==> src/i2c_slave_receiver_regs.svh <==
/*
 Register offsets, field positions, reset values and status codes of the
 two-wire slave receiver. Assumes inclusion by bare name from src/.
*/
`ifndef I2C_SLAVE_RECEIVER_REGS_SVH
`define I2C_SLAVE_RECEIVER_REGS_SVH

`define OWN_ADDR_OFFSET 8'h00
`define CONTROL_OFFSET 8'h04
`define STATUS_OFFSET 8'h08
`define DATA_OFFSET 8'h0C

`define CTRL_INT_BIT 7
`define CTRL_ACK_BIT 6
`define CTRL_STA_BIT 5
`define CTRL_STO_BIT 4
`define CTRL_EN_BIT 2
`define GC_ENABLE_BIT 0

`define OWN_ADDR_RESET 8'h00
`define GENERAL_CALL_ADDR 8'h00
`define PRESCALER_MASK 8'hF8
`define BITS_PER_BYTE 4'h8

`define ST_OWN_WRITE 8'h60
`define ST_ARB_OWN_WRITE 8'h68
`define ST_GC 8'h70
`define ST_ARB_GC 8'h78
`define ST_OWN_DATA_ACK 8'h80
`define ST_OWN_DATA_NACK 8'h88
`define ST_GC_DATA_ACK 8'h90
`define ST_GC_DATA_NACK 8'h98
`define ST_NO_INFO 8'hF8

`endif

==> src/rx_pkg.sv <==
/*
 Types of the two-wire slave receiver.
 Assumes nothing of its surroundings.
*/
package rx_pkg;
   typedef enum logic [2:0] {
      ST_IDLE = 3'h0,
      ST_RECV = 3'h1,
      ST_ACKSET = 3'h3,
      ST_ACKBIT = 3'h2,
      ST_HOLD = 3'h6
   } rx_state_t;
   typedef logic [7:0] byte_t;
endpackage

==> src/line_if.sv <==
/*
 Synchronised bus line levels and events, passed from the line monitor
 to its users. Assumes every member is driven on clk by the monitor.
*/
`timescale 1ns/1ns
`default_nettype none
interface line_if;
   logic scl_level;
   logic sda_level;
   logic scl_rise;
   logic scl_fall;
   logic start_seen;
   logic stop_seen;
   modport mon (output scl_level, sda_level, scl_rise, scl_fall, start_seen, stop_seen);
   modport user (input scl_level, sda_level, scl_rise, scl_fall, start_seen, stop_seen);
endinterface
`default_nettype wire

==> src/line_monitor.sv <==
/*
 Two-flop synchronisers for the clock and data lines, edge finder and
 START/STOP detector. Assumes the pins idle high and change slowly
 against clk.
*/
`timescale 1ns/1ns
`default_nettype none
module line_monitor (
   // Clock and reset
   input wire logic clk,
   input wire logic reset,
   // Bus pins
   input wire logic scl_pin,
   input wire logic sda_pin,
   // Events
   line_if.mon mon
);
   logic [1:0] pins;
   logic [1:0] synced;
   logic [1:0] last;
   assign pins = {sda_pin, scl_pin};

   genvar i;
   generate
      for (i = 0; i < 2; i++) begin : g_sync
         logic stage1_reg;
         logic stage2_reg;
         logic last_reg;
         always_ff @(posedge clk or posedge reset) begin
            if (reset) begin
               stage1_reg <= 1'b1;
               stage2_reg <= 1'b1;
               last_reg <= 1'b1;
            end else begin
               stage1_reg <= pins[i];
               stage2_reg <= stage1_reg;
               last_reg <= stage2_reg;
            end
         end
         assign synced[i] = stage2_reg;
         assign last[i] = last_reg;
      end
   endgenerate

   always_ff @(posedge clk or posedge reset) begin
      if (reset) begin
         mon.scl_level <= 1'b1;
         mon.sda_level <= 1'b1;
         mon.scl_rise <= 1'b0;
         mon.scl_fall <= 1'b0;
         mon.start_seen <= 1'b0;
         mon.stop_seen <= 1'b0;
      end else begin
         mon.scl_level <= synced[0];
         mon.sda_level <= synced[1];
         mon.scl_rise <= synced[0] & ~last[0];
         mon.scl_fall <= ~synced[0] & last[0];
         mon.start_seen <= synced[0] & last[0] & ~synced[1] & last[1];
         mon.stop_seen <= synced[0] & last[0] & synced[1] & ~last[1];
      end
   end
endmodule
`default_nettype wire

==> src/bit_shifter.sv <==
/*
 Serial-in byte shifter: samples data on each clock rise while enabled.
 Assumes line events from the line monitor on the same clock.
*/
`timescale 1ns/1ns
`default_nettype none
`include "i2c_slave_receiver_regs.svh"
module bit_shifter
   import rx_pkg::*;
(
   // Clock and reset
   input wire logic clk,
   input wire logic reset,
   // Line events
   line_if.user line,
   // Control and result
   input wire logic enable,
   output var byte_t byte_val,
   output logic byte_done
);
   logic [3:0] count_reg;
   logic [3:0] count_next;
   wire take_bit = enable & line.scl_rise;
   assign count_next = (count_reg == `BITS_PER_BYTE - 4'h1) ? 4'h0 : count_reg + 4'h1;

   // Bits stop moving while disabled, so a caught byte stays put
   always_ff @(posedge clk or posedge reset) begin
      if (reset) begin
         count_reg <= 4'h0;
         byte_val <= 8'h00;
         byte_done <= 1'b0;
      end else begin
         byte_done <= take_bit & (count_reg == `BITS_PER_BYTE - 4'h1);
         if (line.start_seen || !enable) begin
            count_reg <= 4'h0;
         end else if (take_bit) begin
            count_reg <= count_next;
            byte_val <= {byte_val[6:0], line.sda_level};
         end
      end
   end
endmodule
`default_nettype wire

==> src/i2c_slave_receiver.sv <==
/*
 Slave-receiver part of a byte-oriented two-wire unit with an APB
 register port. Assumes an open-drain bus with pull-ups outside, a power
 manager that drives sleep_mode on clk, and a master section that pulses
 arb_lost_in when it loses arbitration.
*/
`timescale 1ns/1ns
`default_nettype none
`include "i2c_slave_receiver_regs.svh"
module i2c_slave_receiver
   import rx_pkg::*;
(
   // Clock and reset
   input wire logic clk,
   input wire logic reset,
   // APB slave
   input wire logic psel,
   input wire logic penable,
   input wire logic pwrite,
   input wire logic [7:0] paddr,
   input wire logic [31:0] pwdata,
   output logic [31:0] prdata,
   output logic pready,
   output logic pslverr,
   // Two-wire bus pins, open drain
   input wire logic scl_in,
   output logic scl_out,
   output logic scl_oe_n,
   input wire logic sda_in,
   output logic sda_out,
   output logic sda_oe_n,
   // System side
   input wire logic sleep_mode,
   input wire logic arb_lost_in,
   output logic wake_request,
   output logic start_issue
);
   function automatic logic is_reg(input logic [7:0] addr, input logic [7:0] offset);
      is_reg = (addr == offset);
   endfunction

   line_if line ();
   byte_t rx_byte;
   logic byte_done;
   rx_state_t state_reg;
   rx_state_t state_next;

   line_monitor u_monitor (
      .clk(clk),
      .reset(reset),
      .scl_pin(scl_in),
      .sda_pin(sda_in),
      .mon(line)
   );

   bit_shifter u_shifter (
      .clk(clk),
      .reset(reset),
      .line(line),
      .enable(state_reg == ST_RECV),
      .byte_val(rx_byte),
      .byte_done(byte_done)
   );

   // Software-visible registers
   byte_t own_addr_reg;
   logic ack_en_reg;
   logic sta_reg;
   logic sto_reg;
   logic en_reg;
   logic flag_reg;
   byte_t status_reg;
   byte_t data_reg;

   // Transfer state
   logic addr_phase_reg;
   logic addr_phase_next;
   logic gc_sel_reg;
   logic gc_sel_next;
   logic end_after_reg;
   logic end_after_next;
   byte_t pend_status_reg;
   byte_t pend_status_next;
   logic drive_ack_reg;
   logic drive_ack_next;
   logic load_data;
   logic set_flag;
   logic arb_lost_reg;
   logic wake_reg;
   logic bus_free_reg;
   logic start_pend_reg;

   // APB decode
   wire apb_setup = psel & ~penable;
   wire apb_write = psel & penable & pready & pwrite;
   wire wr_own = apb_write & is_reg(paddr, `OWN_ADDR_OFFSET);
   wire wr_ctrl = apb_write & is_reg(paddr, `CONTROL_OFFSET);
   wire flag_clear = wr_ctrl & pwdata[`CTRL_INT_BIT];
   wire addr_mapped = is_reg(paddr, `OWN_ADDR_OFFSET) | is_reg(paddr, `CONTROL_OFFSET)
      | is_reg(paddr, `STATUS_OFFSET) | is_reg(paddr, `DATA_OFFSET);
   wire [7:0] ctrl_view = {flag_reg, ack_en_reg, sta_reg, sto_reg, 1'b0, en_reg, 2'b00};
   // Prescaler bits always read as zero here
   wire [7:0] status_view = status_reg & `PRESCALER_MASK;
   wire [7:0] rd_byte = is_reg(paddr, `OWN_ADDR_OFFSET) ? own_addr_reg
      : is_reg(paddr, `CONTROL_OFFSET) ? ctrl_view
      : is_reg(paddr, `STATUS_OFFSET) ? status_view
      : is_reg(paddr, `DATA_OFFSET) ? data_reg : 8'h00;

   // Address recognition
   wire own_match = (rx_byte[7:1] == own_addr_reg[7:1]);
   wire gc_match = (rx_byte == `GENERAL_CALL_ADDR) & own_addr_reg[`GC_ENABLE_BIT];
   wire write_dir = ~rx_byte[0];
   // A read request is left to the transmitter side and not answered here
   wire addr_ok = en_reg & ack_en_reg & write_dir & (own_match | gc_match);
   wire [7:0] addr_status = (own_match & ~gc_match)
      ? (arb_lost_reg ? `ST_ARB_OWN_WRITE : `ST_OWN_WRITE)
      : (arb_lost_reg ? `ST_ARB_GC : `ST_GC);
   wire [7:0] data_status = gc_sel_reg
      ? (ack_en_reg ? `ST_GC_DATA_ACK : `ST_GC_DATA_NACK)
      : (ack_en_reg ? `ST_OWN_DATA_ACK : `ST_OWN_DATA_NACK);
   wire release_hold = (state_reg == ST_HOLD) & ~flag_reg;

   always_comb begin
      state_next = state_reg;
      addr_phase_next = addr_phase_reg;
      gc_sel_next = gc_sel_reg;
      end_after_next = end_after_reg;
      pend_status_next = pend_status_reg;
      drive_ack_next = drive_ack_reg;
      load_data = 1'b0;
      set_flag = 1'b0;
      case (state_reg)
         ST_IDLE: begin
            drive_ack_next = 1'b0;
            if (line.start_seen && en_reg) begin
               state_next = ST_RECV;
               addr_phase_next = 1'b1;
            end
         end
         ST_RECV: begin
            if (byte_done) begin
               state_next = ST_ACKSET;
            end
         end
         ST_ACKSET: begin
            if (line.scl_fall) begin
               if (addr_phase_reg) begin
                  if (addr_ok) begin
                     state_next = ST_ACKBIT;
                     drive_ack_next = 1'b1;
                     gc_sel_next = gc_match & ~own_match;
                     end_after_next = 1'b0;
                     pend_status_next = addr_status;
                  end else begin
                     state_next = ST_IDLE;
                  end
               end else begin
                  // Ack enable is sampled per byte, so a late clear still nacks
                  state_next = ST_ACKBIT;
                  drive_ack_next = ack_en_reg;
                  end_after_next = ~ack_en_reg;
                  pend_status_next = data_status;
                  load_data = 1'b1;
               end
            end
         end
         ST_ACKBIT: begin
            if (line.scl_fall) begin
               state_next = ST_HOLD;
               drive_ack_next = 1'b0;
               set_flag = 1'b1;
            end
         end
         ST_HOLD: begin
            if (!flag_reg) begin
               state_next = end_after_reg ? ST_IDLE : ST_RECV;
               addr_phase_next = 1'b0;
            end
         end
         default: begin
            state_next = ST_IDLE;
            drive_ack_next = 1'b0;
         end
      endcase
      // Stop and disable override the byte sequence, and a START does too outside ST_HOLD
      if (!en_reg || line.stop_seen) begin
         state_next = ST_IDLE;
         drive_ack_next = 1'b0;
      end else if (line.start_seen && state_reg != ST_HOLD) begin
         state_next = ST_RECV;
         addr_phase_next = 1'b1;
         drive_ack_next = 1'b0;
      end
   end

   // Control, flag and software registers
   always_ff @(posedge clk or posedge reset) begin
      if (reset) begin
         own_addr_reg <= `OWN_ADDR_RESET;
         ack_en_reg <= 1'b0;
         sta_reg <= 1'b0;
         sto_reg <= 1'b0;
         en_reg <= 1'b0;
         flag_reg <= 1'b0;
         status_reg <= `ST_NO_INFO;
         data_reg <= 8'h00;
      end else begin
         if (wr_own) begin
            own_addr_reg <= pwdata[7:0];
         end
         if (wr_ctrl) begin
            ack_en_reg <= pwdata[`CTRL_ACK_BIT];
            sta_reg <= pwdata[`CTRL_STA_BIT];
            sto_reg <= pwdata[`CTRL_STO_BIT];
            en_reg <= pwdata[`CTRL_EN_BIT];
         end
         // A flag event in the clearing cycle survives the clear
         flag_reg <= set_flag | (flag_reg & ~flag_clear);
         if (set_flag) begin
            status_reg <= pend_status_reg;
         end else if (release_hold) begin
            status_reg <= `ST_NO_INFO;
         end
         if (load_data) begin
            data_reg <= rx_byte;
         end
      end
   end

   // Transfer state registers
   always_ff @(posedge clk or posedge reset) begin
      if (reset) begin
         state_reg <= ST_IDLE;
         addr_phase_reg <= 1'b1;
         gc_sel_reg <= 1'b0;
         end_after_reg <= 1'b0;
         pend_status_reg <= `ST_NO_INFO;
         drive_ack_reg <= 1'b0;
      end else begin
         state_reg <= state_next;
         addr_phase_reg <= addr_phase_next;
         gc_sel_reg <= gc_sel_next;
         end_after_reg <= end_after_next;
         pend_status_reg <= pend_status_next;
         drive_ack_reg <= drive_ack_next;
      end
   end

   // Arbitration, wake-up and queued START
   wire addr_taken = set_flag & addr_phase_reg;
   wire leave_to_idle = release_hold & end_after_reg;
   always_ff @(posedge clk or posedge reset) begin
      if (reset) begin
         arb_lost_reg <= 1'b0;
         wake_reg <= 1'b0;
         bus_free_reg <= 1'b1;
         start_pend_reg <= 1'b0;
         start_issue <= 1'b0;
      end else begin
         arb_lost_reg <= arb_lost_in | (arb_lost_reg & ~addr_taken & ~line.stop_seen);
         wake_reg <= (addr_taken & sleep_mode) | (wake_reg & flag_reg);
         bus_free_reg <= line.stop_seen | (bus_free_reg & ~line.start_seen);
         start_issue <= start_pend_reg & bus_free_reg;
         if (leave_to_idle && sta_reg) begin
            start_pend_reg <= 1'b1;
         end else if (bus_free_reg) begin
            start_pend_reg <= 1'b0;
         end
      end
   end

   // Pins and bus answers
   always_ff @(posedge clk or posedge reset) begin
      if (reset) begin
         scl_out <= 1'b0;
         sda_out <= 1'b0;
         scl_oe_n <= 1'b1;
         sda_oe_n <= 1'b1;
         wake_request <= 1'b0;
         prdata <= 32'h0000_0000;
         pready <= 1'b0;
         pslverr <= 1'b0;
      end else begin
         scl_out <= 1'b0;
         sda_out <= 1'b0;
         // Holding clock low can block the bus for a long wake-up
         scl_oe_n <= ~(state_next == ST_HOLD);
         sda_oe_n <= ~drive_ack_next;
         wake_request <= (addr_taken & sleep_mode) | (wake_reg & flag_reg);
         pready <= apb_setup;
         if (apb_setup) begin
            prdata <= {24'h00_0000, rd_byte};
            pslverr <= ~addr_mapped;
         end
      end
   end
endmodule
`default_nettype wire

==> config.mk <==
export PLATFORM = sky130hd
export DESIGN_NAME = i2c_slave_receiver
export DESIGN_NICKNAME = d
export VERILOG_FILES = /design/src/rx_pkg.sv /design/src/line_if.sv /design/src/line_monitor.sv /design/src/bit_shifter.sv /design/src/i2c_slave_receiver.sv
export VERILOG_INCLUDE_DIRS = /design/src /design/src/src
export SDC_FILE = /design/constraint.sdc
export NUM_CORES = 1
export LEC_CHECK = 0
export BUFFER_PORTS_ARGS = -buffer_cell sky130_fd_sc_hd__clkbuf_2
export CAP_MARGIN = 20
export CORE_ASPECT_RATIO = 0.8
export CORE_MARGIN = 2
export CORE_UTILIZATION = 50
export DETAILED_ROUTE_END_ITERATION = 12
export GPL_TIMING_DRIVEN = 0
export PLACE_DENSITY = 0.77
export SLEW_MARGIN = 10
export SYNTH_ARGS = -nofsm -noshare
export SYNTH_HDL_FRONTEND = slang
export SYNTH_SLANG_ARGS = --single-unit
==> constraint.sdc <==
create_clock -name clk -period 2.22 [get_ports clk]
set_input_delay 0 -clock clk [delete_from_list [all_inputs] [get_ports clk]]
set_output_delay 0 -clock clk [all_outputs]
set_load 0.02 [all_outputs]
After elaboration in Yosys (flattened, before gate mapping)
Index checks and enable logic that the tools add are counted.
Word-level totals
  output and inout port bits: 40
  logic and storage cells: 174
  bits in registers: 84
  input bits: 49
Cells by class
  equality and inequality tests: 12
  reduce and logical (&&, ||, !) cells: 17
  mux-type cells: 49
  $add $sub $neg: 1
  bitwise operators: 58
Operators with widths (count)
  8-bit 2-to-1 mux: 8
  1-bit bitwise AND: 32
  4-bit 2-to-1 mux: 7
  3-bit 2-to-1 mux: 8
  1-bit 2-to-1 mux: 20
  1-bit NOT: 18
  8-bit by 4-bit equality test with 1-bit output, second input constant: 2
  8-bit zero test: 2
  3-bit one-hot mux with 5 select lines: 1
  5-bit 2-to-1 mux: 2
  8-bit by 3-bit equality test with 1-bit output, second input constant: 1
  1-bit OR: 8
  7-bit equality test: 1
  3-bit by 2-bit equality test with 1-bit output, second input constant: 2
  3-bit equality test, second input constant: 2
  2-bit nonzero test: 3
  4-bit by 1-bit adder with 4-bit output, second input constant: 1
  4-bit by 3-bit equality test with 1-bit output, second input constant: 1
  4-bit AND reduction: 1
  3-bit by 1-bit equality test with 1-bit output, second input constant: 1
  1-bit logical AND: 3
  3-bit zero test: 1
  3-bit != test, second input constant: 1
  1-bit one-hot mux with 3 select lines: 1
  8 further kinds: 10

Depth between registers and ports, before layout
Gate-level depths: netlist of run 1.
  word-level depth: 12
  depth in mapped cells: 6
  gate-level depth less buffers: 5

Modules after synthesis
From an unflattened synthesis of run 1, not the netlist that was laid out.
Unflattened totals
  cell total of the unflattened synthesis: 311
  area, all modules: 3686.0 µm²
Modules (own cells, without submodules)
  i2c_slave_receiver: area each 2825.2 µm², times used 1, sequential area each 1341.3 µm², cells an instance 256
  bit_shifter: area each 566.8 µm², times used 1, sequential area each 325.3 µm², cells an instance 40
  line_monitor: area each 294.0 µm², times used 1, sequential area each 257.7 µm², cells an instance 15

Worst setup path after synthesis of run 1
No wires, ideal clock.
  kind: register to register
  start point: register state_reg[2]
  end point: register data_reg[0]
  slack: 0.639 ns
  required time: 2.095 ns
  path buffers: 2
  arrival: 1.457 ns
  cell stages (with the launch flop): 7
  cell sequence: dfrtp_1 buf_2 nor2b_4 nand3_1 nor2_1 buf_4 mux2_2
Between the ends
  longest elaborated chain between the ends: 2
Ends and longest elaborated chain
  start: declaration: line i2c_slave_receiver.sv:45  | rx_state_t state_reg;
  start signal: assignment: line i2c_slave_receiver.sv:240  | state_reg <= state_next;
  3-bit by 2-bit equality test with 1-bit output: line i2c_slave_receiver.sv:132  | case (state_reg)
  1-bit 2-to-1 mux: line i2c_slave_receiver.sv:132
  end signal: assignment: line i2c_slave_receiver.sv:225  | data_reg <= rx_byte;
  end: declaration: line i2c_slave_receiver.sv:73  | byte_t data_reg;
Every way passes these cells.
A chain may end at the register's enable or synchronous reset.

Final worst setup path of run 1
  start point: register state_reg[1]
  end point: register data_reg[2]
Same word-level chain as after synthesis.

==> impl_metrics.toml, run 1 <==
[global_route]
grt_overflow_total = 0
grt_usage = 0.1850
grt_max_degree = 47
grt_pass1_vias = 2280
grt_pass1_wl_mm = 11.10
antenna_found_initial = 0

[worst_setup_path]
path_class = "flop to flop"
r2r_start = "state_reg[1]$_DFF_PP0_"
path_cells = "nor2b_4 > nand3_1 > nor2_1 > buf_4 > mux2_2"
crit_path_max_incr_delay_ps = 470
required_ps = 2450
cp_slowest_cell = "dfrtp_1"
cp.arrival_ps = 2050
cp-start-kind = "flop"
end_kind = "flop"
rr_worst_depth = 5
worstPathMaxFanout = 10
r2r-end = "data_reg[2]$_DFFE_PP0P_"
r2r_setup_slack_ps = 410

[floorplanning]
core_area_um2 = 6824
rows = 27
fp.dieW_um = 97.61
io_pins = 89
start_util = 0.5136
die_y_um = 78.88
die_area_um2 = 7699

[timing]
min_period_ps = 1814
slew_headroom = 0.6560
finalSetupViolCount = 0
slew_viol_final = 0
tightest_slew_ps = 513.8
tns_ps = 0
clock_skew_ps = 12.90
finalHoldViolations = 0
timing.fmax_ghz = 0.5512
min_period_over_period = 0.8172
rsz0062_at_grt = "no"

[final_layout]
final_common_cell = "dfrtp_1"
layout.cells.non_filler = 470
fillers = 537
drive_gt1_frac = 0.3655
antennaDiodeCount = 0
fin_util = 0.6247
final_nets = 428
area_delta_synth_final_pct = 21.64
layout_common_cells = "58 x dfrtp_1, 36 x clkbuf_2, 29 x mux2_2, 27 x buf_4, 26 x conb_1"

[yosys]
synth_warnings = 0
synth-edff-count = 0
yosys_register_bits = 76
seq_area_frac_synth = 0.5491
syn_area_um2 = 3505
ys.flop_type = "dfrtp_1"
synth_cell_types = 55
synth_cells = 290
async_reset_ff_frac = 1.000
syn_avg_cell_area_um2 = 12.08

[place]
portBuffers = 36
gp_congestion = 0.8023
dp_hpwl_mm = 4.903
post-place-cells = 439

[worst_hold_path]
worst_hold_path.num_cells = 4
min_to = "ack_en_reg$_DFFE_PP0P_"
holdCritPathClass = "input port to flop"
hp-start = "paddr[3]"

[clock_tree]
numClockSinks = 76
cts_htree_levels = 3
cts_buffer_depth = 2
cts_setup_buffers = 0
clkTransAtPathRegs_ps = 80
clock-root-buffer = "clkbuf_8"
numCtsBuffers = 9
cts_tree = "built"
clk_latency_ps = 350

[pwr]
ir_drop_mv = 0.2694
power_density_nw_per_um2 = 620.7
leakage_uw = 0.002055
power.total_uw = 2646

[job]
maxCapViolCount = 0

[routing]
avgViaCountPerCell = 5.085
drc = 0
drt_iter0_markers = 150
wl_per_cell_um = 14.50
drt_first_pass_iters = 4
wirelength_mm = 6.815
postRouteAntennaNets = 0
vias = 2390

[run_status]
outcome = "finished clean"
-- through the flow --
stage          setup slack, ps  hold WS, ps  area [um2]
2_1_floorplan            311.5        4.478        3598
3_3_place_gp            -492.3        86.66        3887
3_5_place_dp             439.8        13.53        3918
4_1_cts                  420.4        46.60        4263
5_1_grt                  320.2        64.08        4263
6_report                 405.8        68.57        4263
-- layout make-up --
type | count | area (um2) | area share
Clock buffer | 12 | 145.1 | 0.03405
Clock inverter | 4 | 50.05 | 0.01174
Buffer | 33 | 236.5 | 0.05547
Tap cell | 87 | 108.9 | 0.02554
Multi-Input combinational cell | 194 | 1393 | 0.3267
Inverter | 12 | 47.55 | 0.01115
Timing Repair Buffer | 52 | 357.8 | 0.08394
Sequential cell | 76 | 1924 | 0.4514
-- routing by layer --
metal	wire [um]	track usage	part of all wire	vias to the layer above
li1	-	-	-	1163
met4	55	0.05278	0.0081	0
met3	440	0.06514	0.065	5
met5	0	0	0	-
met2	3222	0.2800	0.47	65
met1	3096	0.2551	0.45	1157
-- Yosys cell counts, drive strengths merged (3+ instances only) --
library cell  number  area [um2]
a21o               3       22.52
a21oi              8       40.04
a22o               8       70.07
buf               31       229.0
dfrtp             58        1451
dfstp             18       473.0
inv               12       45.04
mux2              29       326.6
mux4               4       90.09
nand2             19       71.32
nand3              5       25.02
nand4              5       31.28
nor2              20       75.07
nor2b              4       32.53
o21ai              3       15.01
o22a               3       26.28
o22ai              3       18.77
xnor2              7       61.31
-- how the worst max path moves through the flow --
stage	slack [ps]	endpoint	depth (start not counted)	start
after floorplan	310	ack_en_reg$_DFFE_PP0P_	1	reset
after global placement	-490	u_shifter.byte_val[1]$_DFFE_PP0P_	2	reset
after detailed placement	440	data_reg[2]$_DFFE_PP0P_	6	state_reg[2]$_DFF_PP0_
after CTS	420	data_reg[2]$_DFFE_PP0P_	5	state_reg[1]$_DFF_PP0_
after global routing	320	data_reg[1]$_DFFE_PP0P_	5	state_reg[1]$_DFF_PP0_
final	410	data_reg[2]$_DFFE_PP0P_	5	state_reg[1]$_DFF_PP0_
-- worst max-delay path, delay by kind of cell, from the launching register on --
| kind | cells | cell delay (ps) |
|---|---|---|
| buffers and inverters | 1 | 250 |
| and+or+nand+nor | 3 | 610 |
| muxes | 1 | 350 |
| DFF | 1 | 470 |
-- power breakdown --
| group | switching, uW | internal (uW) | total [uW] |
|---|---|---|---|
| clock | 484 | 549 | 1030 |
| sequential | 12.9 | 1410 | 1420 |
| combinational | 106 | 87.1 | 194 |
-- cell families (layout without fill, tap and decap cells) --
logic type | after synthesis | after routing | share of synthesized area
compound gates | 50 | 50 | 0.1071
xor+xnor | 8 | 8 | 0.01999
fa+ha+maj | 1 | 1 | 0.003570
buf+inv | 45 | 113 | 0.08033
flops | 76 | 76 | 0.5491
mux | 35 | 35 | 0.1246
other cells | 1 | 26 | 0.001070
simple gates | 74 | 74 | 0.1142
-- timing repair --
item,CTS,global route
resized for setup,0,0
hold buffers,15,0
hold endpoints to repair,64,0
No activity file was read; power rests on OpenSTA's default activity.
==> run 2, diff against run 1 <==
Clock period 2.22 ns to 1.7 ns, I/O delays scaled along.
==> run 2 against run 1 <==
Core utilization rose by 1.2 points; clock power rose by 32%; clock-buffer cell count fell by 2; sequential power rose by 30%; wire length fell by 0.26%; total power rose by 31%; first-iteration DRC count rose by 6.0%; die area did not move; maximum frequency rose by 11%; register-to-register slack got worse by 340 ps; critical path type unchanged; largest power group unchanged.
==> impl_metrics.toml, run 2 (same netlist as run 1, synthesis figures left out) <==
[routing]
drc = 0
avgViaCountPerCell = 5.171
wirelength_mm = 6.797
postRouteAntennaNets = 0
drt_iter0_markers = 159
wl_per_cell_um = 14.37
drt_first_pass_iters = 4
vias = 2446

[final_layout]
layout_common_cells = "58 x dfrtp_1, 37 x clkbuf_2, 29 x mux2_2, 28 x buf_4, 26 x conb_1"
drive_gt1_frac = 0.3886
final_nets = 431
area_delta_synth_final_pct = 23.96
antennaDiodeCount = 0
final_common_cell = "dfrtp_1"

[worst_hold_path]
min_to = "ack_en_reg$_DFFE_PP0P_"
worst_hold_path.num_cells = 4
hp-start = "paddr[3]"
holdCritPathClass = "input port to flop"

[global_route]
grt_usage = 0.1906
grt_max_degree = 32
grt_pass1_wl_mm = 11.34
antenna_found_initial = 0
grt_overflow_total = 0
grt_pass1_vias = 2286

[floorplanning]
core_area_um2 = 6824
rows = 27
fp.dieW_um = 97.61
start_util = 0.5136
io_pins = 89
die_area_um2 = 7699
die_y_um = 78.88

[place]
gp_congestion = 0.7999
portBuffers = 36
dp_hpwl_mm = 4.948

[timing]
holdWs_ps = 37.08
min_period_over_period = 0.9608
timing.fmax_ghz = 0.6123
slew_headroom = 0.6567
slew_viol_final = 0
tns_ps = 0
min_period_ps = 1633
tightest_slew_ps = 513.8
clock_skew_ps = 12.33
finalSetupViolCount = 0
finalHoldViolations = 0

[worst_setup_path]
worstPathMaxFanout = 10
path_class = "flop to flop"
required_ps = 1930
r2r_setup_slack_ps = 70
r2r_start = "state_reg[2]$_DFF_PP0_"
cp.arrival_ps = 1860
end_kind = "flop"
cp-start-kind = "flop"
rr_worst_depth = 6
r2r-end = "data_reg[3]$_DFFE_PP0P_"

[clock_tree]
clkTransAtPathRegs_ps = 70
clk_latency_ps = 340
cts_htree_levels = 3
cts_tree = "built"
numCtsBuffers = 9
cts_buffer_depth = 2
clock-root-buffer = "clkbuf_8"
numClockSinks = 76

[job]
maxCapViolCount = 0

[pwr]
ir_drop_mv = 0.4720
power_density_nw_per_um2 = 800.2
leakage_uw = 0.002081
power.total_uw = 3476

[run_status]
outcome = "finished clean"
run 2: report_power, final:
part	total, uW	internal (uW)	switching [uW]	leakage, uW
Combinational	259	118	141	0.00100
Clock	1360	715	648	0.0000983
Sequential	1850	1840	17.3	0.000979
run 2: worst max-delay path by stage:
stage                     depth (start not counted)  slack [ps]                 endpoint                   start
final                                             6          70  data_reg[3]$_DFFE_PP0P_  state_reg[2]$_DFF_PP0_
after global routing                              6          -3  data_reg[1]$_DFFE_PP0P_  state_reg[2]$_DFF_PP0_
after CTS                                         6          10  data_reg[3]$_DFFE_PP0P_  state_reg[2]$_DFF_PP0_
after detailed placement                          6         -80  data_reg[5]$_DFFE_PP0P_  state_reg[2]$_DFF_PP0_
after global placement                            6         -70  data_reg[1]$_DFFE_PP0P_  state_reg[2]$_DFF_PP0_
after floorplan                                   6         120  data_reg[0]$_DFFE_PP0P_  state_reg[2]$_DFF_PP0_
run 2: critical path, cell delays in order (launching register included):
cell and delay [ps]:
dfrtp_1 360, buf_2 180, nor2b_4 180, nand3_4 110
nor2_4 170, buf_8 170, mux2_2 340
run 2: layout make-up:
class | instances | area [um2]
multi-input combinational | 194 | 1423
fill | 508 | 2480
inverter | 12 | 48.80
clock inverter | 6 | 63.81
sequential | 76 | 1924
timing repair buffer | 55 | 392.9
buffer | 33 | 245.2
tap | 87 | 108.9
clock buffer | 10 | 137.6
run 2: routing by layer:
metal	up-vias	wire, um	global-route usage
met5	-	0	0
met4	0	94	0.05833
met3	8	358	0.05722
met2	70	3281	0.3028
met1	1195	3062	0.2555
li1	1173	-	-
run 2: what timing repair did:
| action | in CTS | in global routing |
|---|---|---|
| endpoints found under the setup margin | 16 | 10 |
| pin swaps | 2 | 0 |
| hold buffers | 15 | 0 |
| gates cloned | 0 | 0 |
| resized for setup | 4 | 7 |
| setup buffers | 2 | 0 |
| hold endpoints to repair | 37 | 0 |
run 2: per-stage QoR:
| stage | worst slack, ps | utilization | area, um2 | std cells |
|---|---|---|---|---|
| 4_1_cts | 12.56 | 0.6326 | 4317 | 473 |
| 3_3_place_gp | -66.10 | 0.5702 | 3891 | 438 |
| 5_1_grt | -3.303 | 0.6366 | 4344 | 473 |
| 2_1_floorplan | 118.6 | - | 3602 | 315 |
| 6_report | 66.69 | 0.6366 | 4344 | 473 |
| 3_5_place_dp | -79.23 | 0.5772 | 3939 | 440 |
